--- src/verilog/cspc_regs.vh ---
/*
 global clock and pulse configuration register: offset, field positions,
 reset value and synthesizer codes; assumes an 8-bit register port.
*/
`ifndef CSPC_REGS_VH
`define CSPC_REGS_VH
`define CSPC_ADDR_CFG 7'h41
`define CSPC_ADDR_W 7
`define CSPC_BIT_ARB 7
`define CSPC_SEL_HI 6
`define CSPC_SEL_LO 4
`define CSPC_BIT_RATE 3
`define CSPC_CLK_HI 6
`define CSPC_CLK_LO 3
`define CSPC_CFG_RST 8'h00
`define CSPC_SEL_2048 3'h0
`define CSPC_SEL_1544 3'h1
`define CSPC_RATE_2048 1'b0
`define CSPC_RATE_1544 1'b1
`define CSPC_SETTLE_CYC 16'h0010
`endif

--- src/verilog/cspc_top.v ---
/*
 global clock select and E1 arbitrary pulse enable register with its
 effect on the four channel transmitters and the clock synthesizer.
 assumes a synchronous 8-bit host register port on CLK_SYS.
*/
`timescale 1ns/1ps
`include "cspc_regs.vh"
// Operation
// host splits clock-select and other-bit changes into two writes
// host treats D6..D3 and D7,D2..D0 as independent sub-registers
// either write order yields the same final configuration
// enable bit set in E1 puts every transmitter in arbitrary mode
// in arbitrary mode each channel uses its own segment registers
// enable bit clear gives the standard fixed E1 pulse
// writing clock-select or rate bits retunes the multiplier; code retunes only when the written D6..D3 value differs
// select 000 means 2048 kHz in, 001 1544 kHz; rate 0/1 = 2048/1544
module cspc_top
#(
	parameter CHANNELS = 4,
	parameter SETTLE = 16
)
(
	// clock and reset
	input wire CLK_SYS,
	input wire RSTN,
	// register port
	input wire [6:0] ADDR,
	input wire WR,
	input wire RD,
	input wire [7:0] WDATA,
	output reg [7:0] RDATA,
	// line mode, E1 when high
	input wire E1_MODE,
	// per-channel transmit shaping
	output reg [CHANNELS-1:0] TX_ARB_MODE,
	output reg [CHANNELS-1:0] TX_USE_SEGMENTS,
	// synthesizer control
	output reg [2:0] SYNTH_INPUT_SELECT,
	output reg MASTER_RATE_SELECT,
	output reg SYNTH_CLOCK_1544,
	output reg SYNTH_RETUNING
);
	// field places inside the four-bit clock group
	localparam GRP_SEL_HI = `CSPC_SEL_HI - `CSPC_CLK_LO;
	localparam GRP_SEL_LO = `CSPC_SEL_LO - `CSPC_CLK_LO;
	localparam GRP_RATE = `CSPC_BIT_RATE - `CSPC_CLK_LO;
	// reset image of the whole byte, sliced per sub-register
	localparam [7:0] CFG_RST = `CSPC_CFG_RST;

	// enable sub-register, D7
	reg arb_en_r;
	reg arb_en_nxt;
	// clock group sub-register, D6..D3
	reg [3:0] clk_grp_r;
	reg [3:0] clk_grp_nxt;
	// low bits D2..D0, kept for readback only
	reg [2:0] spare_r;
	reg [2:0] spare_nxt;
	// line mode synchroniser stages
	reg e1_s1_r;
	reg e1_s2_r;
	// one-cycle retune request to the sequencer
	reg load_r;
	reg load_nxt;
	// decoded host access
	wire wr_hit;
	wire rd_hit;
	wire [3:0] wr_clk_grp;
	// byte as seen on readback
	wire [7:0] cfg_byte;
	// global arbitrary enable qualified by line mode
	wire arb_on;
	// setting applied by the sequencer
	wire [2:0] sel_app;
	wire rate_app;
	wire busy;

	// true when the host addresses the configuration register
	function cfg_addr_hit;
		input [`CSPC_ADDR_W-1:0] addr;
	begin
		cfg_addr_hit = (addr == `CSPC_ADDR_CFG);
	end
	endfunction

	// clock group of a register byte, bits 6 down to 3
	function [3:0] clk_field;
		input [7:0] cfg;
	begin
		clk_field = cfg[`CSPC_CLK_HI:`CSPC_CLK_LO];
	end
	endfunction

	// host strobes qualified by the address decode
	assign wr_hit = WR && cfg_addr_hit(ADDR);
	assign rd_hit = RD && cfg_addr_hit(ADDR);
	assign wr_clk_grp = clk_field(WDATA);

	// enable sub-register takes its own slice of every write
	always @*
	begin
		arb_en_nxt = arb_en_r;
		if (wr_hit)
			arb_en_nxt = WDATA[`CSPC_BIT_ARB];
	end

	// clock group takes its slice; same result in either write order
	always @*
	begin
		clk_grp_nxt = clk_grp_r;
		if (wr_hit)
			clk_grp_nxt = wr_clk_grp;
	end

	// low bits have no effect here, only stored
	always @*
	begin
		spare_nxt = spare_r;
		if (wr_hit)
			spare_nxt = WDATA[`CSPC_CLK_LO-1:0];
	end

	// rewriting the same clock code must not disturb the multiplier
	always @*
	begin
		load_nxt = 1'b0;
		if (clk_grp_nxt != clk_grp_r)
			load_nxt = 1'b1;
	end

	// sub-registers and retune request
	always @(posedge CLK_SYS or negedge RSTN)
	begin
		if (!RSTN)
		begin
			arb_en_r <= CFG_RST[`CSPC_BIT_ARB];
			clk_grp_r <= CFG_RST[`CSPC_CLK_HI:`CSPC_CLK_LO];
			spare_r <= CFG_RST[`CSPC_CLK_LO-1:0];
			load_r <= 1'b0;
		end
		else
		begin
			arb_en_r <= arb_en_nxt;
			clk_grp_r <= clk_grp_nxt;
			spare_r <= spare_nxt;
			load_r <= load_nxt;
		end
	end

	// line mode pin is asynchronous; only the second stage is used
	always @(posedge CLK_SYS or negedge RSTN)
	begin
		if (!RSTN)
		begin
			e1_s1_r <= 1'b0;
			e1_s2_r <= 1'b0;
		end
		else
		begin
			e1_s1_r <= E1_MODE;
			e1_s2_r <= e1_s1_r;
		end
	end

	// readback image of the stored byte
	assign cfg_byte = {arb_en_r, clk_grp_r, spare_r};

	// retune sequencer holds the applied setting
	cspc_synth_ctrl #(.SETTLE(SETTLE)) u_synth
	(
		.clk(CLK_SYS),
		.rst_n(RSTN),
		.sel_in(clk_grp_r[GRP_SEL_HI:GRP_SEL_LO]),
		.rate_in(clk_grp_r[GRP_RATE]),
		.load(load_r),
		.sel_r(sel_app),
		.rate_r(rate_app),
		.busy_r(busy)
	);

	// arbitrary shaping only counts while the line runs E1
	assign arb_on = arb_en_r & e1_s2_r;

	// read data stands one cycle per read, zero otherwise
	always @(posedge CLK_SYS or negedge RSTN)
	begin
		if (!RSTN)
			RDATA <= 8'h00;
		else if (rd_hit)
			RDATA <= cfg_byte;
		else
			RDATA <= 8'h00;
	end

	// every channel follows the one global enable
	always @(posedge CLK_SYS or negedge RSTN)
	begin
		if (!RSTN)
		begin
			TX_ARB_MODE <= {CHANNELS{1'b0}};
			TX_USE_SEGMENTS <= {CHANNELS{1'b0}};
		end
		else
		begin
			TX_ARB_MODE <= {CHANNELS{arb_on}};
			TX_USE_SEGMENTS <= {CHANNELS{arb_on}};
		end
	end

	// applied synthesizer setting and the output rate it gives
	always @(posedge CLK_SYS or negedge RSTN)
	begin
		if (!RSTN)
		begin
			SYNTH_INPUT_SELECT <= `CSPC_SEL_2048;
			MASTER_RATE_SELECT <= `CSPC_RATE_2048;
			SYNTH_CLOCK_1544 <= 1'b0;
		end
		else
		begin
			SYNTH_INPUT_SELECT <= sel_app;
			MASTER_RATE_SELECT <= rate_app;
			SYNTH_CLOCK_1544 <= (rate_app == `CSPC_RATE_1544);
		end
	end

	// retune flag covers the request cycle and the settle time
	always @(posedge CLK_SYS or negedge RSTN)
	begin
		if (!RSTN)
			SYNTH_RETUNING <= 1'b0;
		else
			SYNTH_RETUNING <= busy | load_r;
	end
endmodule

--- src/verilog/cspc_synth_ctrl.v ---
/*
 synthesizer retune sequencer: holds the multiplier settings and a busy
 flag for a fixed settle time after each change; assumes one clock.
*/
`timescale 1ns/1ps
`include "cspc_regs.vh"
module cspc_synth_ctrl
#(
	parameter SETTLE = 16
)
(
	// clock and reset
	input wire clk,
	input wire rst_n,
	// requested setting
	input wire [2:0] sel_in,
	input wire rate_in,
	input wire load,
	// applied setting
	output reg [2:0] sel_r,
	output reg rate_r,
	output reg busy_r
);
	reg [15:0] cnt_r;

	// latch new setting and run the settle counter
	always @(posedge clk or negedge rst_n)
	begin
		if (!rst_n)
		begin
			sel_r <= 3'h0;
			rate_r <= 1'b0;
			busy_r <= 1'b0;
			cnt_r <= 16'h0000;
		end
		else if (load)
		begin
			sel_r <= sel_in;
			rate_r <= rate_in;
			busy_r <= (SETTLE != 0);
			cnt_r <= SETTLE[15:0];
		end
		else if (cnt_r != 16'h0000)
		begin
			cnt_r <= cnt_r - 16'h0001;
			busy_r <= (cnt_r != 16'h0001);
		end
	end
endmodule

--- config.mk ---
export PLATFORM = sky130hd
export DESIGN_NAME = cspc_top
export DESIGN_NICKNAME = d
export VERILOG_FILES = /design/src/verilog/cspc_top.v /design/src/verilog/cspc_synth_ctrl.v
export VERILOG_INCLUDE_DIRS = /design/src /design/src/verilog
export SDC_FILE = /design/constraint.sdc
export NUM_CORES = 1
export LEC_CHECK = 0
export BUFFER_PORTS_ARGS = -buffer_cell sky130_fd_sc_hd__buf_4
export CORE_ASPECT_RATIO = 1.5
export CORE_MARGIN = 3
export CORE_UTILIZATION = 50
export CTS_CLUSTER_DIAMETER = 50
export CTS_CLUSTER_SIZE = 30
export DETAILED_ROUTE_END_ITERATION = 10
export PLACE_DENSITY = 0.74
export SLEW_MARGIN = 15
export SYNTH_ARGS = -nofsm -noshare
export SYNTH_HDL_FRONTEND = slang
export SYNTH_SLANG_ARGS = --single-unit
--- constraint.sdc ---
create_clock -name CLK_SYS -period 5.8 [get_ports CLK_SYS]
set_input_delay 0.58 -clock CLK_SYS [delete_from_list [all_inputs] [get_ports CLK_SYS]]
set_output_delay 0.58 -clock CLK_SYS [all_outputs]
set_load 0.03 [all_outputs]
==> qor.csv, run 1 <==
stage,metric,value,unit
setup_path,r2r_end,u_synth.cnt_r[13]$_DFFE_PN0P_,
setup_path,start_kind,flop,
yosys,ys_warn_count,0,
timing,finalHoldViolCount,0,
clocking,insertion_delay,0.30,ns
die,rows,27,
global_routing,grtUsageTotal,17.1,%
power_and_ir_drop,intPower,0.624,mW
route,drt_drc_violations_left,0,
power_and_ir_drop,switching_share,32.7,%
route,dr.pass1.iters,4,
setup_path,critPathKind,reg2reg,
setup_path,cp_cell_sequence,inv_1 > ha_1 > or3b_2 > nor3_1 > or4b_2 > a21oi_1,
timing,maxSlewViolCount,0,
yosys,syn_inst,166,
timing,finalCritPeriodShare,42.6,%
yosys,async_flop_share,100,%
final_layout,nets,221,
placement,placed_area,2290,um^2
yosys,synth_top_flop_cell,dfrtp_1,
setup_path,cp-end-kind,flop,
clocking,cts_buffers,5,
clocking,h-tree-depth,2,
setup_path,rrSetupSlack,3.33,ns
die,initial_core_util,53.4,%
setup_path,r2r_start,u_synth.cnt_r[0]$_DFFE_PN0P_,
timing,setup_viol,0,
clocking,cts-resized-gates,0,
final_layout,fin_util,63.3,%
global_routing,grt_pass1_wl,6410,um
clocking,clkTransAtPathRegs,0.08,ns
die,pin_count,42,
placement,io_buffers,41,
yosys,ys_seq_area_share,57.0,%
clocking,cts_max_path_buffers,2,
final_layout,drive_gt1_share,35.0,%
timing,rsz0062_at_grt,false,
route,wl_per_cell,15.5,um
yosys,synth.area.top_cells,"dfrtp_1 57%, mux2_2 6.7%, a21oi_1 3.0%",
global_routing,grt-ovfl-total,0,
final_layout,antenna_cells,0,
final_layout,fin_area,2400,um^2
die,die_x,57.9,um
yosys,synth_edf_count,0,
clocking,cts_tree,built,
timing,tns,0,ns
setup_path,cpMaxStageDelayCell,nor3_1,
yosys,synth.most_common_cell,dfrtp_1,
power_and_ir_drop,seqPwrFrac,49.6,%
yosys,netlist_area,2020,um^2
setup_path,worstPathMaxFanout,9,
setup_path,reg2reg_depth,6,
yosys,yosysUniqueCellTypes,39,
setup_path,critPathArrivalTime,2.62,ns
setup_path,crit_required,5.95,ns
route,ant_nets,0,
route,wl,3760,um
route,viasPerCell,5.85,
setup_path,max_stage_delay,0.64,ns
route,drt_iter0_drc,37,
timing,max_slew_margin,47.7,%
timing,max_freq,405,MHz
yosys,synth_top_area_share,57.0,%
timing,finalClockSkew,0.00368,ns
clocking,post-cts-setup-buffer-count,0,
run_status,status,"finished, final reports clean",
power_and_ir_drop,netSwitchingPower,0.303,mW
run,maxCapViolCount,0,
placement,globalplace.congestion,0.788,
yosys,yosysTopAreaCell,dfrtp_1,
yosys,synth.net_count,188,
global_routing,grt_antenna_before_repair,0,
timing,min_period,2.47,ns
global_routing,first_global_vias,1420,
die,core,3780,um^2
power_and_ir_drop,powerDensity,387,nW/um^2
power_and_ir_drop,p_total,0.927,mW
power_and_ir_drop,p_clk_share,25.3,%
power_and_ir_drop,irDropWorstVdd,0.254,mV
placement,place_hpwl,2720,um
worst_hold_path,hold_class,in2async,
clocking,cts_sinks,46,
route,vias,1421,
yosys,syn_area_per_cell,12.2,um^2
die,die_area,4860,um^2
power_and_ir_drop,combinationalPowerShare,25.1,%
die,die_h,83.9,um
yosys,yosys_register_bits,46,
clocking,root_buffer,clkbuf_8,
timing,tightest_slew,0.778,ns
final_layout,area_growth,18.6,%
global_routing,grt_max_degree,47,
clocking,cts_hold_buffers,0,
power_and_ir_drop,p_leak,1.14,nW
yosys,synth_common_cells,"46 x dfrtp_1, 12 x a21oi_1, 12 x mux2_2",
[power groups by stage]
| stage | Clock (mW) | Sequential [mW] | Combinational [mW] |
|---|---|---|---|
| finish | 0.235 | 0.460 | 0.232 |
| global route | 0.253 | 0.470 | 0.264 |
| CTS | 0.244 | 0.458 | 0.235 |
| detailed placement | 0 | 0.464 | 0.232 |
| global placement | 0 | 0.456 | 0.219 |
| floorplan | 0 | 0.434 | 0.206 |
[layer usage]
metal  global-route usage [%]  vias to the layer above  wire length (um)
met3                     4.95                        6               185
met4                     6.54                        0                64
met1                     19.6                      697              1470
met5                        0                        -                 0
met2                     29.2                       44              2040
li1                         -                      674                 -
[cells in the final DEF, fill, tap and decap left out, types with 2 or more instances in the layout]
master	instances
nor2_1	7
o31ai_1	6
mux2_2	12
or3_1	5
or4_4	2
and3_1	8
nand2_1	2
o21ai_0	3
o41ai_1	3
nor3_1	5
clkbuf_8	5
ha_1	2
inv_1	3
dfrtp_1	46
buf_4	41
or4_1	8
nor4_1	4
xnor2_1	4
a21oi_1	12
nand3b_1	2
or4b_2	2
[how the worst max path moves through the flow]
stage / start / to / slack, ns
after floorplan: ADDR[2] / arb_en_r$_DFFE_PN0N_ / 3.58
after global placement: ADDR[2] / arb_en_r$_DFFE_PN0N_ / 3.36
after detailed placement: ADDR[2] / clk_grp_r[1]$_DFF_PN0_ / 3.29
after CTS: u_synth.cnt_r[0]$_DFFE_PN0P_ / u_synth.cnt_r[5]$_DFFE_PN0P_ / 3.34
after global routing: u_synth.cnt_r[0]$_DFFE_PN0P_ / u_synth.cnt_r[15]$_DFFE_PN0P_ / 3.15
final: u_synth.cnt_r[0]$_DFFE_PN0P_ / u_synth.cnt_r[13]$_DFFE_PN0P_ / 3.33
[through the flow]
| stage | setup slack (ns) | cells | hold WS (ns) |
|---|---|---|---|
| after CTS | 3.34 | 243 | 0.284 |
| after detailed placement | 3.29 | 235 | 0.365 |
| after global routing | 3.15 | 243 | 0.304 |
| after global placement | 3.36 | 235 | 0.334 |
| final | 3.33 | 243 | 0.257 |
| after floorplan | 3.58 | 166 | 0.284 |
[registers in the layout, summed over array words and instances, names as in the netlist]
name and count:
u_synth.cnt_r 16, RDATA 8, clk_grp_r 4, SYNTH_INPUT_SELECT 3, spare_r 3, u_synth.sel_r 3, MASTER_RATE_SELECT 1, SYNTH_RETUNING 1
TX_USE_SEGMENTS 1, arb_en_r 1, e1_s1_r 1, e1_s2_r 1, load_r 1, u_synth.busy_r 1, u_synth.rate_r 1
[final cells by class]
type | instances | area [um^2]
fill | 320 | 1390
sequential | 46 | 1150
multi-input combinational | 102 | 762
timing repair buffer | 41 | 308
clock buffer | 6 | 72.6
tap | 43 | 53.8
clock inverter | 2 | 37.5
inverter | 3 | 11.3
[worst max-delay path: cells and delay by family (launching register included)]
family | cells | cell delay (ns)
compound gates | 1 | 0.06
simple gates | 3 | 1.46
flops | 1 | 0.45
buf+inv | 1 | 0.11
fa+ha+maj | 1 | 0.25
[cells by family after synthesis]
logic type	after synthesis	synth area share, %
AO/OA/AOI/OAI	30	9.97
XOR/XNOR	4	1.73
adder cells (fa/ha/maj)	2	1.24
buffers and inverters	18	5.32
flip-flops	46	57.0
multiplexers	13	7.18
AND/OR/NAND/NOR	53	17.6
No activity file was read; power rests on OpenSTA's default activity.
==> inputs of run 2 (changes only) <==
--- a/config.mk
+++ b/config.mk
@@ -9,7 +9,7 @@
 export BUFFER_PORTS_ARGS = -buffer_cell sky130_fd_sc_hd__buf_4
 export CORE_ASPECT_RATIO = 1.5
 export CORE_MARGIN = 3
-export CORE_UTILIZATION = 50
+export CORE_UTILIZATION = 48
 export CTS_CLUSTER_DIAMETER = 50
 export CTS_CLUSTER_SIZE = 30
 export DETAILED_ROUTE_END_ITERATION = 10
==> constraint.sdc (replaced) <==
create_clock -name CLK_SYS -period 2.2 [get_ports CLK_SYS]
set_input_delay 0.22 -clock CLK_SYS [delete_from_list [all_inputs] [get_ports CLK_SYS]]
set_output_delay 0.22 -clock CLK_SYS [all_outputs]
set_load 0.03 [all_outputs]
==> qor.csv, run 2 (same netlist as run 1, synthesis figures left out) <==
stage,metric,value,unit,change
route,vias,1465,,+3.1%
die,pin_count,42,,unchanged
final_layout,largest_reg_flops,16,,unchanged
power_and_ir_drop,irDropWorstVdd,0.646,mV,+150%
route,wl,3890,um,+3.3%
timing,tns,0,ns,unchanged
timing,finalHoldViolCount,0,,unchanged
setup_path,worstPathMaxFanout,9,,unchanged
power_and_ir_drop,p_leak,1.21,nW,+5.8%
die,core,3990,um^2,+5.6%
route,drt_drc_violations_left,0,,unchanged
timing,finalClockSkew,0.0104,ns,+0.00669 ns
final_layout,area_growth,24.1,%,
setup_path,cp-end-kind,flop,,
global_routing,grtUsageTotal,17.4,%,+0.33 points
clocking,clkTransAtPathRegs,0.08,ns,about the same
clocking,cts_tree,built,,
run,maxCapViolCount,0,,unchanged
timing,max_slew_margin,50.3,%,+2.6 points
route,dr.pass1.iters,5,,+1
placement,place_ws,0.0526,ns,-3.24 ns
timing,min_period,2.04,ns,-0.430 ns
die,rows,28,,+3.7%
timing,finalWorstSetupSlack,0.159,ns,-3.17 ns
route,viasPerCell,5.72,,-2.1%
global_routing,grtUsageMet2,30.6,%,+1.4 points
setup_path,critPathArrivalTime,2.26,ns,-0.36 ns
final_layout,top_register,u_synth.cnt_r,,
setup_path,max_stage_delay,0.65,ns,about the same
final_layout,drive_gt1_share,39.8,%,+4.8 points
global_routing,first_global_vias,1511,,+6.4%
setup_path,critPathKind,reg2reg,,
setup_path,path_buf_inv,0,,-1
setup_path,cpMaxStageDelayCell,or4b_2,,
die,die_h,85.5,um,+1.9%
global_routing,grt.met3_usage,5.33,%,+0.37 points
timing,maxSlewViolCount,0,,unchanged
final_layout,mostFrequentLayoutCells,"51 x buf_4, 46 x dfrtp_1, 12 x mux2_2, 12 x a21oi_1, 8 x and3_1",,
final_layout,layout_commonest_cell,buf_4,,
clocking,h-tree-depth,2,,unchanged
placement,globalplace.congestion,0.824,,+4.6%
placement,io_buffers,41,,unchanged
global_routing,grt_antenna_before_repair,0,,unchanged
die,die_area,5040,um^2,+3.8%
setup_path,cp_top_family,simple AND/OR/NAND/NOR gates,,
setup_path,cp_cell_sequence,nor4_1 > nand2_1 > or4b_2 > a21oi_1,,
clocking,root_buffer,clkbuf_8,,
worst_hold_path,hold_class,in2reg,,
global_routing,top_usage_layer,met2,,
die,die_x,59.0,um,+1.8%
timing,rsz0062_at_grt,false,,
timing,tightest_slew,0.746,ns,-0.0326 ns
global_routing,grt-ovfl-total,0,,unchanged
global_routing,grt_pass1_wl,6700,um,+4.5%
power_and_ir_drop,powerDensity,1010,nW/um^2,+160%
die,initial_core_util,50.6,%,-2.8 points
timing,setup_viol,0,,unchanged
run_status,status,"finished, final reports clean",,
clocking,insertion_delay,0.30,ns,about the same
setup_path,start_kind,flop,,
global_routing,grt_max_degree,47,,unchanged
setup_path,crit_required,2.42,ns,-3.53 ns
route,wl_per_cell,15.2,um,-1.9%
clocking,cts_buffers,5,,unchanged
route,ant_nets,0,,unchanged
global_routing,gr-usage-met1,18.9,%,-0.70 points
clocking,cts_max_path_buffers,2,,unchanged
placement,place_hpwl,2880,um,+6.0%
clocking,cts_sinks,46,,unchanged
final_layout,nets,232,,+5.0%
timing,max_freq,490,MHz,+21%
timing,finalCritPeriodShare,92.8,%,+50 points
final_layout,antenna_cells,0,,unchanged
final_layout,largestRegisters,"u_synth.cnt_r x16, RDATA x8, clk_grp_r x4",,
route,drt_iter0_drc,42,,+14%
run 2: cell types whose count changed in the layout (fill, tap and decap cells not counted), sizes merged:
cell	change
clkbuf	-1
dlygate4sd3	+1
clkinvlp	-1
buf	+10
inv	+2
run 2: metrics by stage:
| step | cell area [um^2] | util (%) | power (mW) | hold slack [ns] | std cells |
|---|---|---|---|---|---|
| 4_1_cts | 2480 | 62.2 | 2.53 | 0.0126 | 255 |
| 2_1_floorplan | 2020 | - | 1.69 | -0.0756 | 166 |
| 3_3_place_gp | 2360 | 59.0 | 1.83 | 0.246 | 246 |
| 3_5_place_dp | 2360 | 59.0 | 1.89 | 0.255 | 246 |
| 6_report | 2510 | 62.8 | 2.54 | 0.0249 | 256 |
| 5_1_grt | 2510 | 62.8 | 2.72 | 0.00242 | 256 |
run 2: layer usage:
layer | up-vias | part of all wire, %
met5 | - | 0
met1 | 724 | 38
met3 | 6 | 5.4
met2 | 39 | 55
met4 | 0 | 1.7
li1 | 696 | -
run 2: repair_timing:
action | CTS | global route
hold buffers | 1 | 0
endpoints found under the setup margin | 0 | 10
buffers inserted | 0 | 1
resized for setup | 0 | 4
hold endpoints to repair | 46 | 0
run 2: path summary, 6_finish.rpt:
check | from | end | slack, ns | cells past startpoint
worst max register to register | u_synth.cnt_r[4]$_DFFE_PN0P_ | u_synth.cnt_r[13]$_DFFE_PN0P_ | 0.16 | 4
worst min register to register | e1_s1_r$_DFF_PN0_ | e1_s2_r$_DFF_PN0_ | 0.36 | 0
min in group asynchronous | RSTN | SYNTH_INPUT_SELECT[1]$_DFF_PN0_ | 0.45 | 2
max in group asynchronous | RSTN | u_synth.busy_r$_DFFE_PN0P_ | 1.37 | 2
worst min-delay path | E1_MODE | e1_s1_r$_DFF_PN0_ | 0.02 | 1
worst max-delay path | u_synth.cnt_r[4]$_DFFE_PN0P_ | u_synth.cnt_r[13]$_DFFE_PN0P_ | 0.16 | 4
run 2: cell type report:
type | count | area, um^2
sequential | 46 | 1150
clock inverter | 3 | 47.5
timing repair buffer | 52 | 393
tap | 45 | 56.3
multi-input combinational | 102 | 779
fill | 331 | 1490
clock buffer | 5 | 68.8
inverter | 3 | 11.3
run 2: power by group:
group          internal (mW)  switching, mW  leakage, nW
registers               1.00          0.187        0.601
logic                  0.352          0.358        0.545
clock network          0.346          0.290       0.0591
